## config.mk

```make
export PLATFORM = sky130hd
export DESIGN_NAME = irq_vec
export DESIGN_NICKNAME = d
export VERILOG_FILES = /design/src/verilog/irq_vec_pkg.sv /design/src/verilog/irq_vec.sv
export SDC_FILE = /design/constraint.sdc
export NUM_CORES = 1
export LEC_CHECK = 0
export BUFFER_PORTS_ARGS = -buffer_cell sky130_fd_sc_hd__clkbuf_2
export CORE_ASPECT_RATIO = 0.8
export CORE_MARGIN = 2
export CORE_UTILIZATION = 39
export CTS_BUF_LIST = sky130_fd_sc_hd__clkbuf_8
export DETAILED_ROUTE_END_ITERATION = 7
export PLACE_DENSITY_LB_ADDON = 0.25
export SKIP_LAST_GASP = 1
export SLEW_MARGIN = 10
export SYNTH_ARGS = -nofsm -noshare
export SYNTH_HDL_FRONTEND = slang
export SYNTH_SLANG_ARGS = --single-unit
```

## constraint.sdc

```tcl
create_clock -name CLOCK -period 3.64 [get_ports CLOCK]
set_clock_uncertainty 0.05 [all_clocks]
set_input_delay 0.364 -clock CLOCK [delete_from_list [all_inputs] [get_ports CLOCK]]
set_output_delay 0.364 -clock CLOCK [all_outputs]
set_load 0.01 [all_outputs]
```

## src/verilog/irq_vec_pkg.sv

```systemverilog
package irq_vec_pkg;
  // ---------------------------------------------------------------
  // Vector addresses, highest priority first.
  // ---------------------------------------------------------------
  localparam logic [15:0] VEC_RESET = 16'hfffe;
  localparam logic [15:0] VEC_TRAP = 16'hfffc;
  localparam logic [15:0] VEC_FLASH = 16'hfffa;
  localparam logic [15:0] VEC_SUSPEND_END = 16'hfff8;
  localparam logic [15:0] VEC_EXT = 16'hfff6;
  localparam logic [15:0] VEC_TIMER = 16'hfff4;
  localparam logic [15:0] VEC_RESERVED = 16'hfff2;
  localparam logic [15:0] VEC_SERIAL = 16'hfff0;
  localparam logic [15:0] VEC_BUS = 16'hffee;
  // ---------------------------------------------------------------
  // Field positions, reset values and counts.
  // ---------------------------------------------------------------
  localparam int MASK_BIT = 3;
  localparam logic [7:0] EDGE_EN_RESET = 8'h00;
  localparam logic [7:0] RISE_LINES = 8'h33;
  localparam logic [7:0] FALL_LINES = 8'hcc;
  localparam int START_DELAY_CYCLES = 4096;
  localparam int CLOCK_NS = 8;
  localparam int PUSH_BYTES = 5;
  localparam logic [2:0] PUSH_LAST = 3'h4;
  // Entry states: stack five bytes, then fetch two vector bytes.
  typedef enum logic [5:0] {
    ST_DELAY = 6'h01,
    ST_RUN = 6'h02,
    ST_STACK = 6'h04,
    ST_VECTOR = 6'h08,
    ST_UNSTACK = 6'h10,
    ST_SLEEP = 6'h20
  } seq_t;
endpackage : irq_vec_pkg

```

## src/verilog/irq_vec.sv

```systemverilog
`timescale 1ns/1ns
// Notes on behaviour
// - Maskable service only while mask clear.
// - Current instruction completes before entry.
// - Entry stacks PC, X, A, CC.
// - Entry sets the mask bit.
// - Then load PC from selected vector.
// - Return pops context, clears mask; the code instead reloads mask from bit 3 of the popped CC.
// - Simultaneous requests use fixed priority.
// - Trap is taken regardless of mask.
// - Any interrupt wakes from wait.
// - Only edge, suspend-end, reset leave halt.
// - Lines 1,2,5,6 sense rising edges.
// - Lines 3,4,7,8 sense falling edges.
// - Line needs its enable bit, mask clear.
// - Peripheral flag needs enable, else pending.
// - Status access then peripheral access clears.
// - Clearing discards the pending latch.
// - Vector map in descending priority order.
// - Reset loads PC from top vector.
// - Wait 4096 cycles after oscillator start.
// - Watchdog reset drives reset pin low.
// - Mask is CC bit 3.
// - Edge enable bits lines 8..1, reset 00h.
module irq_vec
  import irq_vec_pkg::*;
#(
  parameter int DELAY_CYCLES = START_DELAY_CYCLES
)
(
  input wire logic CLOCK,
  input wire logic RESET,
  input wire logic CE,
  input wire logic WATCHDOG_RESET,
  output logic RESET_PIN_OUT_N,
  output logic RESET_PIN_OE_N,
  input wire logic [7:0] EXT_IRQ_PIN,
  input wire logic [7:0] EXT_EDGE_ENABLE_REG,
  input wire logic EXT_EDGE_ENABLE_WR,
  input wire logic INSTR_BOUNDARY,
  input wire logic TRAP_INSTR,
  input wire logic RETURN_FROM_INTERRUPT_INSTR,
  input wire logic WAIT_FOR_IRQ_INSTR,
  input wire logic HALT_INSTR,
  input wire logic SET_MASK,
  input wire logic CLEAR_MASK,
  input wire logic [7:0] CONDITION_CODE_IN,
  input wire logic [15:0] PROGRAM_COUNTER_IN,
  input wire logic [7:0] INDEX_IN,
  input wire logic [7:0] ACCUM_IN,
  input wire logic [7:0] STACK_DATA_IN,
  input wire logic [3:0] PERIPH_FLAG,
  input wire logic [3:0] PERIPH_ENABLE,
  input wire logic [3:0] PERIPH_FLAG_CLEAR,
  output logic [7:0] EXT_EDGE_ENABLE_Q,
  output logic MASK,
  output logic CPU_HOLD,
  output logic STACK_WRITE,
  output logic STACK_READ,
  output logic [7:0] STACK_DATA_OUT,
  output logic [2:0] STACK_INDEX,
  output logic VECTOR_READ,
  output logic [15:0] VECTOR_ADDR,
  output logic PC_LOAD,
  output logic [15:0] PROGRAM_COUNTER_OUT,
  output logic [7:0] RESTORED_CC,
  output logic RESTORE_DONE,
  output logic SLEEPING
);
  // ---------------------------------------------------------------
  // Derived counts.
  // ---------------------------------------------------------------
  localparam int DELAY_NS = DELAY_CYCLES * CLOCK_NS;
  localparam int DELAY_CNT = DELAY_NS / CLOCK_NS;
  localparam logic [12:0] DELAY_LAST = 13'(DELAY_CNT - 1);

  // Source order: 0 flash, 1 suspend end, 2 timer, 3 serial.
  seq_t st_q, st_d;
  logic [12:0] cnt_q, cnt_d;
  logic [7:0] en_q, en_d;
  logic [7:0] pin_q, pin_d;
  logic ext_pend_q, ext_pend_d;
  logic mask_q, mask_d;
  logic halt_q, halt_d;
  logic [2:0] idx_q, idx_d;
  logic [15:0] vec_q, vec_d;
  logic [15:0] pc_q, pc_d;
  logic [39:0] ctx_q, ctx_d;
  logic [7:0] lo_q, lo_d;
  logic [3:0] per_pend_q, per_pend_d;
  logic fresh_q, fresh_d;
  logic [7:0] rise, fall;
  logic [3:0] per_req;
  logic any_req, wake, take, enter;
  logic [15:0] sel_vec;

  // ---------------------------------------------------------------
  // Request detection and priority.
  // ---------------------------------------------------------------
  // Edges are judged against the previous sample; pins count as synchronous.
  always_comb
  begin
    rise = EXT_IRQ_PIN & ~pin_q & RISE_LINES;
    fall = ~EXT_IRQ_PIN & pin_q & FALL_LINES;
    per_req = per_pend_q & PERIPH_ENABLE;
    any_req = ext_pend_q | (|per_req);
    // Halt wakes only on edge lines or suspend end; other sources stay asleep.
    wake = halt_q ? (ext_pend_q | per_req[1]) : any_req;
    sel_vec = TRAP_INSTR ? VEC_TRAP : VEC_FLASH;
    if (!TRAP_INSTR)
    begin
      if (per_req[0])
        sel_vec = VEC_FLASH;
      else if (per_req[1])
        sel_vec = VEC_SUSPEND_END;
      else if (ext_pend_q)
        sel_vec = VEC_EXT;
      else if (per_req[2])
        sel_vec = VEC_TIMER;
      else if (per_req[3])
        sel_vec = VEC_SERIAL;
      else
        sel_vec = VEC_BUS;
    end
    take = TRAP_INSTR | (any_req & ~mask_q);
  end

  // ---------------------------------------------------------------
  // Sequencer.
  // ---------------------------------------------------------------
  always_comb
  begin
    st_d = st_q;
    cnt_d = cnt_q;
    en_d = EXT_EDGE_ENABLE_WR ? EXT_EDGE_ENABLE_REG : en_q;
    pin_d = EXT_IRQ_PIN;
    // Enabled lines share one vector and merge into a single request.
    ext_pend_d = ext_pend_q | (|((rise | fall) & en_q));
    // Flags latch while masked; a clear sequence drops the latch, set wins.
    per_pend_d = (per_pend_q & ~PERIPH_FLAG_CLEAR) | PERIPH_FLAG;
    mask_d = mask_q;
    halt_d = halt_q;
    idx_d = idx_q;
    vec_d = vec_q;
    pc_d = pc_q;
    ctx_d = ctx_q;
    lo_d = lo_q;
    fresh_d = 1'b0;
    enter = 1'b0;
    if (SET_MASK)
      mask_d = 1'b1;
    if (CLEAR_MASK)
      mask_d = 1'b0;
    case (st_q)
      ST_DELAY:
      begin
        // Execution held until the start delay has expired.
        if (cnt_q == DELAY_LAST)
        begin
          cnt_d = '0;
          st_d = ST_VECTOR;
          idx_d = '0;
          vec_d = VEC_RESET;
          enter = halt_q; // A halt wake goes on to service its waking source.
          halt_d = 1'b0;
        end
        else
          cnt_d = cnt_q + 13'h0001;
      end
      ST_RUN:
      begin
        // Only at an instruction boundary, so the current one completes.
        if (INSTR_BOUNDARY && RETURN_FROM_INTERRUPT_INSTR)
        begin
          st_d = ST_UNSTACK;
          idx_d = '0;
        end
        else if (INSTR_BOUNDARY && take)
          enter = 1'b1;
        else if (INSTR_BOUNDARY && (WAIT_FOR_IRQ_INSTR || HALT_INSTR))
        begin
          st_d = ST_SLEEP;
          mask_d = 1'b0;
          halt_d = HALT_INSTR;
        end
      end
      ST_STACK:
      begin
        // PCL, PCH, X, A, CC in that order, five bytes.
        ctx_d = {ctx_q[31:0], 8'h00};
        idx_d = idx_q + 3'h1;
        if (idx_q == PUSH_LAST)
        begin
          mask_d = 1'b1;
          st_d = ST_VECTOR;
          idx_d = '0;
        end
      end
      ST_VECTOR:
      begin
        // Two vector bytes, high then low, then jump.
        idx_d = idx_q + 3'h1;
        if (idx_q == 3'h0)
          lo_d = STACK_DATA_IN;
        else
        begin
          pc_d = {lo_q, STACK_DATA_IN};
          st_d = ST_RUN;
        end
      end
      ST_UNSTACK:
      begin
        // Pops CC first; the mask is reloaded from bit 3 of the restored CC.
        ctx_d = {ctx_q[31:0], STACK_DATA_IN};
        idx_d = idx_q + 3'h1;
        if (idx_q == 3'h0)
          mask_d = STACK_DATA_IN[MASK_BIT];
        if (idx_q == PUSH_LAST)
        begin
          pc_d = {ctx_q[7:0], STACK_DATA_IN};
          fresh_d = 1'b1;
          st_d = ST_RUN;
        end
      end
      ST_SLEEP:
      begin
        if (wake && halt_q)
          st_d = ST_DELAY; // Oscillator restarts, so the delay runs again.
        else if (wake)
          enter = 1'b1; // The waiting instruction has already completed.
      end
      default:
        st_d = ST_DELAY;
    endcase
    if (enter)
    begin
      st_d = ST_STACK;
      idx_d = '0;
      vec_d = sel_vec;
      ctx_d = {PROGRAM_COUNTER_IN[7:0], PROGRAM_COUNTER_IN[15:8], INDEX_IN, ACCUM_IN, CONDITION_CODE_IN};
      if (sel_vec == VEC_EXT)
        ext_pend_d = |((rise | fall) & en_q); // An edge in the entry cycle is kept, not lost.
    end
  end

  // Reset returns to the start delay; a watchdog reset does the same.
  always_ff @(posedge CLOCK)
  begin
    if (RESET || (CE && WATCHDOG_RESET))
    begin
      st_q <= ST_DELAY;
      cnt_q <= '0;
      en_q <= EDGE_EN_RESET;
      pin_q <= 8'h00;
      ext_pend_q <= 1'b0;
      per_pend_q <= 4'h0;
      mask_q <= 1'b1;
      halt_q <= 1'b0;
      idx_q <= '0;
      vec_q <= VEC_RESET;
      pc_q <= 16'h0000;
      ctx_q <= '0;
      lo_q <= 8'h00;
      fresh_q <= 1'b0;
    end
    else if (CE)
    begin
      st_q <= st_d;
      cnt_q <= cnt_d;
      en_q <= en_d;
      pin_q <= pin_d;
      ext_pend_q <= ext_pend_d;
      per_pend_q <= per_pend_d;
      mask_q <= mask_d;
      halt_q <= halt_d;
      idx_q <= idx_d;
      vec_q <= vec_d;
      pc_q <= pc_d;
      ctx_q <= ctx_d;
      lo_q <= lo_d;
      fresh_q <= fresh_d;
    end
  end

  // ---------------------------------------------------------------
  // Outputs.
  // ---------------------------------------------------------------
  // Reset pin driven low while the watchdog fires; external reset is the far side's duty.
  assign RESET_PIN_OUT_N = 1'b0;
  assign RESET_PIN_OE_N = ~WATCHDOG_RESET;
  assign EXT_EDGE_ENABLE_Q = en_q;
  assign MASK = mask_q;
  assign CPU_HOLD = (st_q != ST_RUN);
  assign STACK_WRITE = (st_q == ST_STACK);
  assign STACK_READ = (st_q == ST_UNSTACK);
  assign STACK_DATA_OUT = ctx_q[39:32];
  assign STACK_INDEX = idx_q;
  assign VECTOR_READ = (st_q == ST_VECTOR);
  assign VECTOR_ADDR = {vec_q[15:1], idx_q[0]};
  assign PC_LOAD = fresh_q;
  assign PROGRAM_COUNTER_OUT = pc_q;
  assign RESTORED_CC = ctx_q[39:32];
  assign RESTORE_DONE = fresh_q;
  assign SLEEPING = (st_q == ST_SLEEP);
endmodule : irq_vec

```

==> results.md, run 1 <==
- Synth top area cells: dfxtp_1, nor2_1, o311a_1, mux2i_1, nand3_1
- Top Ports: 157
- Via count of the first global-routing pass: 5,238
- Cells after synthesis: 795
- Hold Fails Final Rpt: 0
- Max Cap Violations: 0
- Worst hold path depth: 3
- Routed len/inst: 15.9 um
- Synth top area share: 0.366
- RSZ-0062 raised after global routing: false
- Post-synthesis sequential area ratio: 0.366
- Post-CTS Hold Fix Bufs: 0
- Die Area: 17,000 sq um
- Most frequent cell after synthesis: nor2_1
- Most frequent CP cell: buf_4
- Fin worst setup slack: 981 ps
- Core ar.: 15,700 sq um
- Vias per std cell: 5.42
- Top FF cell, synth: dfxtp_1
- Worst r2r path cells: 6
- Max stage delay cell, worst path: nor4_4
- Max FO, Critical Path: 19
- Cts repair resizes: 0
- Share of layout cells above drive strength 1: 0.230
- Chip Width: 145 um
- Worst path top cell family by delay: buffers and inverters
- Overall Global Routing Usage: 0.205
- Synth Area per Inst: 7.83 sq um
- Crit path kind: reg2out
- Fin crit share: 0.730
- Fillers: 1,633
- I/O Buffers: 144
- Final ANT Viol Nets: 0
- HP Class: in2reg
- Crit-path cells: nor4_4 -> nand2_1 -> buf_4 -> inv_1 -> buf_4 -> clkbuf_2
- Worst skew pair latency: 440 ps
- DP Worst Slack: 933 ps
- Clk sinks: 114
- Via count: 6,023
- Worst rel slew slack: 0.348
- Antenna violations before repair: 0
- Pleak: 3.23 nW
- Hpwl dp: 12,300 um
- Total CTS buffers: 17
- Nets: 975
- First-pass GRT wire length: 27,700 um
- Register Area: 2280 sq um
- Slew Limit Fails: 0
- Die height: 117 um
- PD cells: 354 nW/um^2
- Status: finished, final reports clean
- FFs w/ async S/R, synth: 0
- Largest net degree at the start of global routing: 50
- Worst setup SP type: flop
- Number of synthesized flops with an enable pin: 0
- GPL Wtd Cong: 0.915
- Inserted Diodes: 0
- # rows: 41
- Max IR drop VDD: 0.227 mV
- Drt first pass iters: 5
- Final setup viols: 0
- Post-synth top area cell: dfxtp_1
- CP endpoint kind: output port
- Cell count along the critical path: 6
- FMAX: 376 MHz
- DRT Wirelength: 17,700 um
- Layout Area Growth over Synthesis: 15.8%
- Arrival @ worst endpoint: 2240 ps
- Remaining DRCs: 0
- CTS tree: yes
- Clk buf depth: 2
- Initial Utilization: 0.397
- Clock root buffer: clkbuf_8
- Buffer count from post-CTS setup fixing: 0
- Largest stage delay, worst path: 560 ps
- YS warnings: 0
- Multi-input gate area: 3440 sq um
- Critical path buffers and inverters: 4
- Setup_tns: 0 ps
- Netlist Area Pre-Place: 6230 sq um
- #FFs+latches synth: 114
- Grt total ovfl: 0
- Critical Path RT: 3230 ps
- Cell variety after synth: 62
- Post-synth top cells: nor2_1, dfxtp_1, nand2_1
- CTS H-tree lvls: 4
- Worst-path clk slew: 80 ps
- Final Critical Period: 2660 ps
- DR iter-0 viols: 570
- Least-Margin Pin Slew: 978 ps
## layout by cell type, fill, tap and decap left out, types with 13 or more instances in the layout
cell | synthesis | final
o21ai_0 | 50 | 50
buf_4 | 30 | 13
o311a_1 | 34 | 34
nand2_1 | 65 | 65
clkbuf_8 | 0 | 18
nand3_1 | 62 | 62
dfxtp_1 | 114 | 114
nor2_1 | 134 | 134
clkbuf_2 | 0 | 143
a21oi_1 | 54 | 53
nand3b_1 | 14 | 14
mux2i_1 | 33 | 33
a31oi_1 | 14 | 13
## worst reg2reg max path, stage by stage (launching register included)
cell	delay (ps)
dfxtp_1	340
a221oi_1	620
a21oi_1	320
a31oi_4	280
buf_4	450
a21oi_1	240
mux2i_1	170
## metal layers
| metal | vias up | track usage | routed length, um | part of all wire |
|---|---|---|---|---|
| li1 | 2991 | - | - | - |
| met1 | 2787 | 0.294 | 8650 | 0.49 |
| met4 | 0 | 0.0569 | 200 | 0.011 |
| met3 | 15 | 0.0512 | 1230 | 0.069 |
| met2 | 230 | 0.309 | 7640 | 0.43 |
| met5 | - | 0 | 0 | 0 |
## area by class of cell
class / count / share of cell area
Multi-Input combinational cell: 582 / 0.477
Sequential cell: 114 / 0.317
Timing Repair Buffer: 156 / 0.113
Tap cell: 215 / 0.0373
Clock buffer: 18 / 0.0344
Clock inverter: 14 / 0.0148
Inverter: 13 / 0.00677
## path summary, 6_finish.rpt
| kind | end | slack (ps) | start |
|---|---|---|---|
| worst max register to register | vec_q[2] | 1030 | per_pend_q[2] |
| worst min-delay path | EXT_EDGE_ENABLE_Q[4] | 120 | EXT_EDGE_ENABLE_REG[4] |
| worst min register to register | EXT_EDGE_ENABLE_Q[4] | 430 | EXT_EDGE_ENABLE_Q[4] |
| worst max-delay path | STACK_READ | 980 | st_q[2] |
## metrics by stage
stage          hold slack, ps  cell area [sq um]  instances   util  power, W
6_report                  118               7210       1112  0.459   0.00255
5_1_grt                   100               7210       1112  0.459   0.00266
4_1_cts                  95.2               7210       1112  0.459   0.00258
3_5_place_dp              418               6860       1080  0.437   0.00151
3_3_place_gp              416               6860       1080  0.437   0.00151
2_1_floorplan             405               6260        805      -   0.00142
## cells by family (layout without fill, tap and decap cells)
kind of cell               after synthesis  after routing  synth area share
AOI/OAI and AO/OA                      205            205             0.230
xor gates and xnor gates                11             11            0.0155
adders and majority gates                3              3           0.00603
buffers and inverters                  109            201            0.0914
DFF                                    114            114             0.366
muxes                                   33             33            0.0530
other                                    2             12           0.00121
and+or+nand+nor                        318            318             0.236
## registers in the layout, indices dropped and copies added (netlist names)
register and count:
vec_q 4, cnt_q 13, MASK 1, STACK_INDEX 3
EXT_EDGE_ENABLE_Q 8, st_q 6, ctx_q 40, per_pend_q 4
pin_q 8, ext_pend_q 1, halt_q 1, lo_q 8
PROGRAM_COUNTER_OUT 16, PC_LOAD 1
## where the power goes
group	leakage [nW]	switching (W)	total, W	internal, W
Combinational	2.13	0.000132	0.000212	0.0000803
Clock	0.173	0.000577	0.00107	0.000495
Sequential	0.921	0.00000945	0.00127	0.00126
Power figures use the tool's default switching activity.
==> inputs of run 2 (changes only) <==
==> constraint.sdc (replaced) <==
create_clock -name CLOCK -period 2.5 [get_ports CLOCK]
set_clock_uncertainty 0.05 [all_clocks]
set_input_delay 0.25 -clock CLOCK [delete_from_list [all_inputs] [get_ports CLOCK]]
set_output_delay 0.25 -clock CLOCK [all_outputs]
set_load 0.01 [all_outputs]
==> results.md, run 2 (synthesis gave the netlist of run 1 again) <==
- Worst r2r path cells: 6 (unchanged)
- Clk sinks: 114 (unchanged)
- Routed len/inst: 16.2 um (was 15.9 um)
- CTS H-tree lvls: 4 (unchanged)
- CTS tree: yes (unchanged)
- Core ar.: 15,700 sq um (unchanged)
- Worst hold path depth: 2 (was 3)
- FMAX: 423 MHz
- Fin crit share: 0.946
- Via count of the first global-routing pass: 5,577 (was 5,238)
- Vias per std cell: 5.39 (was 5.42)
- Largest Register: ctx_q (unchanged)
- Most frequent cells in the layout: clkbuf_2, nor2_1, dfxtp_1 (unchanged)
- Reg-to-reg setup timing slack: 130 ps (was 1030 ps)
- Largest net degree at the start of global routing: 62 (was 50)
- Net switching component of the power: 0.00110 W (was 0.000718 W)
- Hold endpoint: ctx_q[20] (was EXT_EDGE_ENABLE_Q[4])
- Die height: 117 um (unchanged)
- Final Critical Period: 2370 ps
- Max IR drop VDD: 0.311 mV (was 0.227 mV)
- HP Class: in2reg (unchanged)
- DR iter-0 viols: 536 (was 570)
- GPL Wtd Cong: 0.895 (was 0.915)
- Cts repair resizes: 0 (unchanged)
- Layout Area Growth over Synthesis: 24.5% (was 15.8%)
- Max FO, Critical Path: 45 (was 19)
- Drt first pass iters: 5 (unchanged)
- Die Area: 17,000 sq um (unchanged)
- Worst-path clk slew: 80 ps (about the same)
- Share of layout cells above drive strength 1: 0.238 (was 0.230)
- Global routing's busiest layer: met2 (unchanged)
- Final setup viols: 0 (unchanged)
- Via count: 6,258 (was 6,023)
- Flop pwr share: 0.470 (was 0.497)
- Overall Global Routing Usage: 0.217 (was 0.205)
- Least-Margin Pin Slew: 750 ps (was 978 ps)
- Setup_tns: 0 ps (unchanged)
- Nets: 1,024 (was 975)
- Clock Power Share: 0.440 (was 0.420)
- PD cells: 507 nW/um^2 (was 354 nW/um^2)
- Worst skew pair latency: 450 ps (was 440 ps)
- Clk buf depth: 2 (unchanged)
- GR Util met3: 0.0422 (was 0.0512)
- Crit path kind: reg2reg (was reg2out)
- Initial Utilization: 0.397 (unchanged)
- Hold path startpoint: INDEX_IN[4] (was EXT_EDGE_ENABLE_REG[4])
- Switching Fraction: 0.281 (about the same)
- Hpwl dp: 12,700 um (was 12,300 um)
- Max Cap Violations: 0 (unchanged)
- Buffer count from post-CTS setup fixing: 0 (unchanged)
- Worst setup SP type: flop (unchanged)
- Remaining DRCs: 0 (unchanged)
- Grt total ovfl: 0 (unchanged)
- I/O Buffers: 144 (unchanged)
- Pleak: 3.48 nW (was 3.23 nW)
- Critical Path RT: 2760 ps (was 3230 ps)
- Internal: 0.00282 W (was 0.00183 W)
- Reg-to-Reg End: vec_q[2] (unchanged)
- Antenna violations before repair: 0 (unchanged)
- Tot Pwr: 0.00393 W (was 0.00255 W)
- Top Ports: 157 (unchanged)
- Met1 Resource Use GR: 0.310 (was 0.294)
- Arrival @ worst endpoint: 2630 ps (was 2240 ps)
- CP endpoint kind: flop (was output port)
- Slew Limit Fails: 0 (unchanged)
- DRT Wirelength: 18,800 um (was 17,700 um)
- Max reg flops: 40 (unchanged)
- Hold Fails Final Rpt: 0 (unchanged)
- Commonest non-fill, non-tap cell in the layout: clkbuf_2 (unchanged)
- Clock root buffer: clkbuf_8 (unchanged)
- Reg2reg start: per_pend_q[2] (unchanged)
- Post-CTS Hold Fix Bufs: 25 (was 0)
- Total CTS buffers: 17 (unchanged)
- Power share of the combinational group: 0.091 (was 0.083)
- Status: finished, final reports clean (unchanged)
- Chip Width: 145 um (unchanged)
- M2 GR Usage: 0.326 (was 0.309)
- RSZ-0062 raised after global routing: false (unchanged)
- Worst rel slew slack: 0.499 (was 0.348)
- Inserted Diodes: 0 (unchanged)
- First-pass GRT wire length: 29,500 um (was 27,700 um)
- Final ANT Viol Nets: 0 (unchanged)
- # rows: 41 (unchanged)
==> run 2: changes by cell type in the layout (fill, tap and decap cells not counted), sizes merged <==
cell | previous run | this run
inv | 18 | 21
clkinvlp | 4 | 2
bufinv | 0 | 1
clkinv | 5 | 3
buf | 13 | 32
dlygate4sd3 | 0 | 30
==> run 2: area by class of cell <==
| class | instances | area (sq um) |
|---|---|---|
| Clock buffer | 18 | 248 |
| Sequential cell | 114 | 2280 |
| Timing Repair Buffer | 205 | 1320 |
| Clock inverter | 14 | 141 |
| Multi-Input combinational cell | 582 | 3440 |
| Tap cell | 215 | 269 |
| Fill cell | 1584 | 7950 |
| Inverter | 13 | 48.8 |
==> run 2: worst max path at each step <==
stage,startpoint,end,cells after the start
5_1_grt,per_pend_q[2],vec_q[3],6
6_report,per_pend_q[2],vec_q[2],6
3_5_place_dp,PERIPH_ENABLE[2],vec_q[2],7
3_3_place_gp,PERIPH_ENABLE[2],vec_q[2],7
4_1_cts,per_pend_q[2],vec_q[3],6
2_1_floorplan,st_q[2],ctx_q[10],8
==> run 2: routing by layer <==
layer,up-vias,share of wire,routed length (um)
li1,3097,-,-
met4,0,0.017,324
met3,21,0.057,1070
met2,214,0.43,8130
met1,2926,0.49,9240
met5,-,0,0
==> run 2: through the flow <==
step | hold slack, ps | setup WS (ps) | std cells | area [sq um] | util
2_1_floorplan | 344 | 265 | 805 | 6260 | -
3_3_place_gp | 415 | 107 | 1099 | 7060 | 0.450
3_5_place_dp | 420 | 117 | 1099 | 7060 | 0.450
4_1_cts | 1.35 | 142 | 1156 | 7700 | 0.491
5_1_grt | 1.96 | 0.456 | 1161 | 7750 | 0.494
6_report | 15.1 | 134 | 1161 | 7750 | 0.494
==> run 2: critical path, stage by stage, from the launching register on <==
cell      delay (ps)
dfxtp_1          350
a221oi_1         620
a21oi_1          300
a31oi_4          320
buf_12           260
a21oi_1          180
mux2i_1          170
==> run 2: power groups by stage <==
stage / logic, W / registers [W] / clock network (W)
floorplan: 0.000182 / 0.00189 / 0
global placement: 0.000315 / 0.00189 / 0
detailed placement: 0.000315 / 0.00189 / 0
CTS: 0.000346 / 0.00184 / 0.00176
global route: 0.000391 / 0.00185 / 0.00185
finish: 0.000356 / 0.00184 / 0.00173
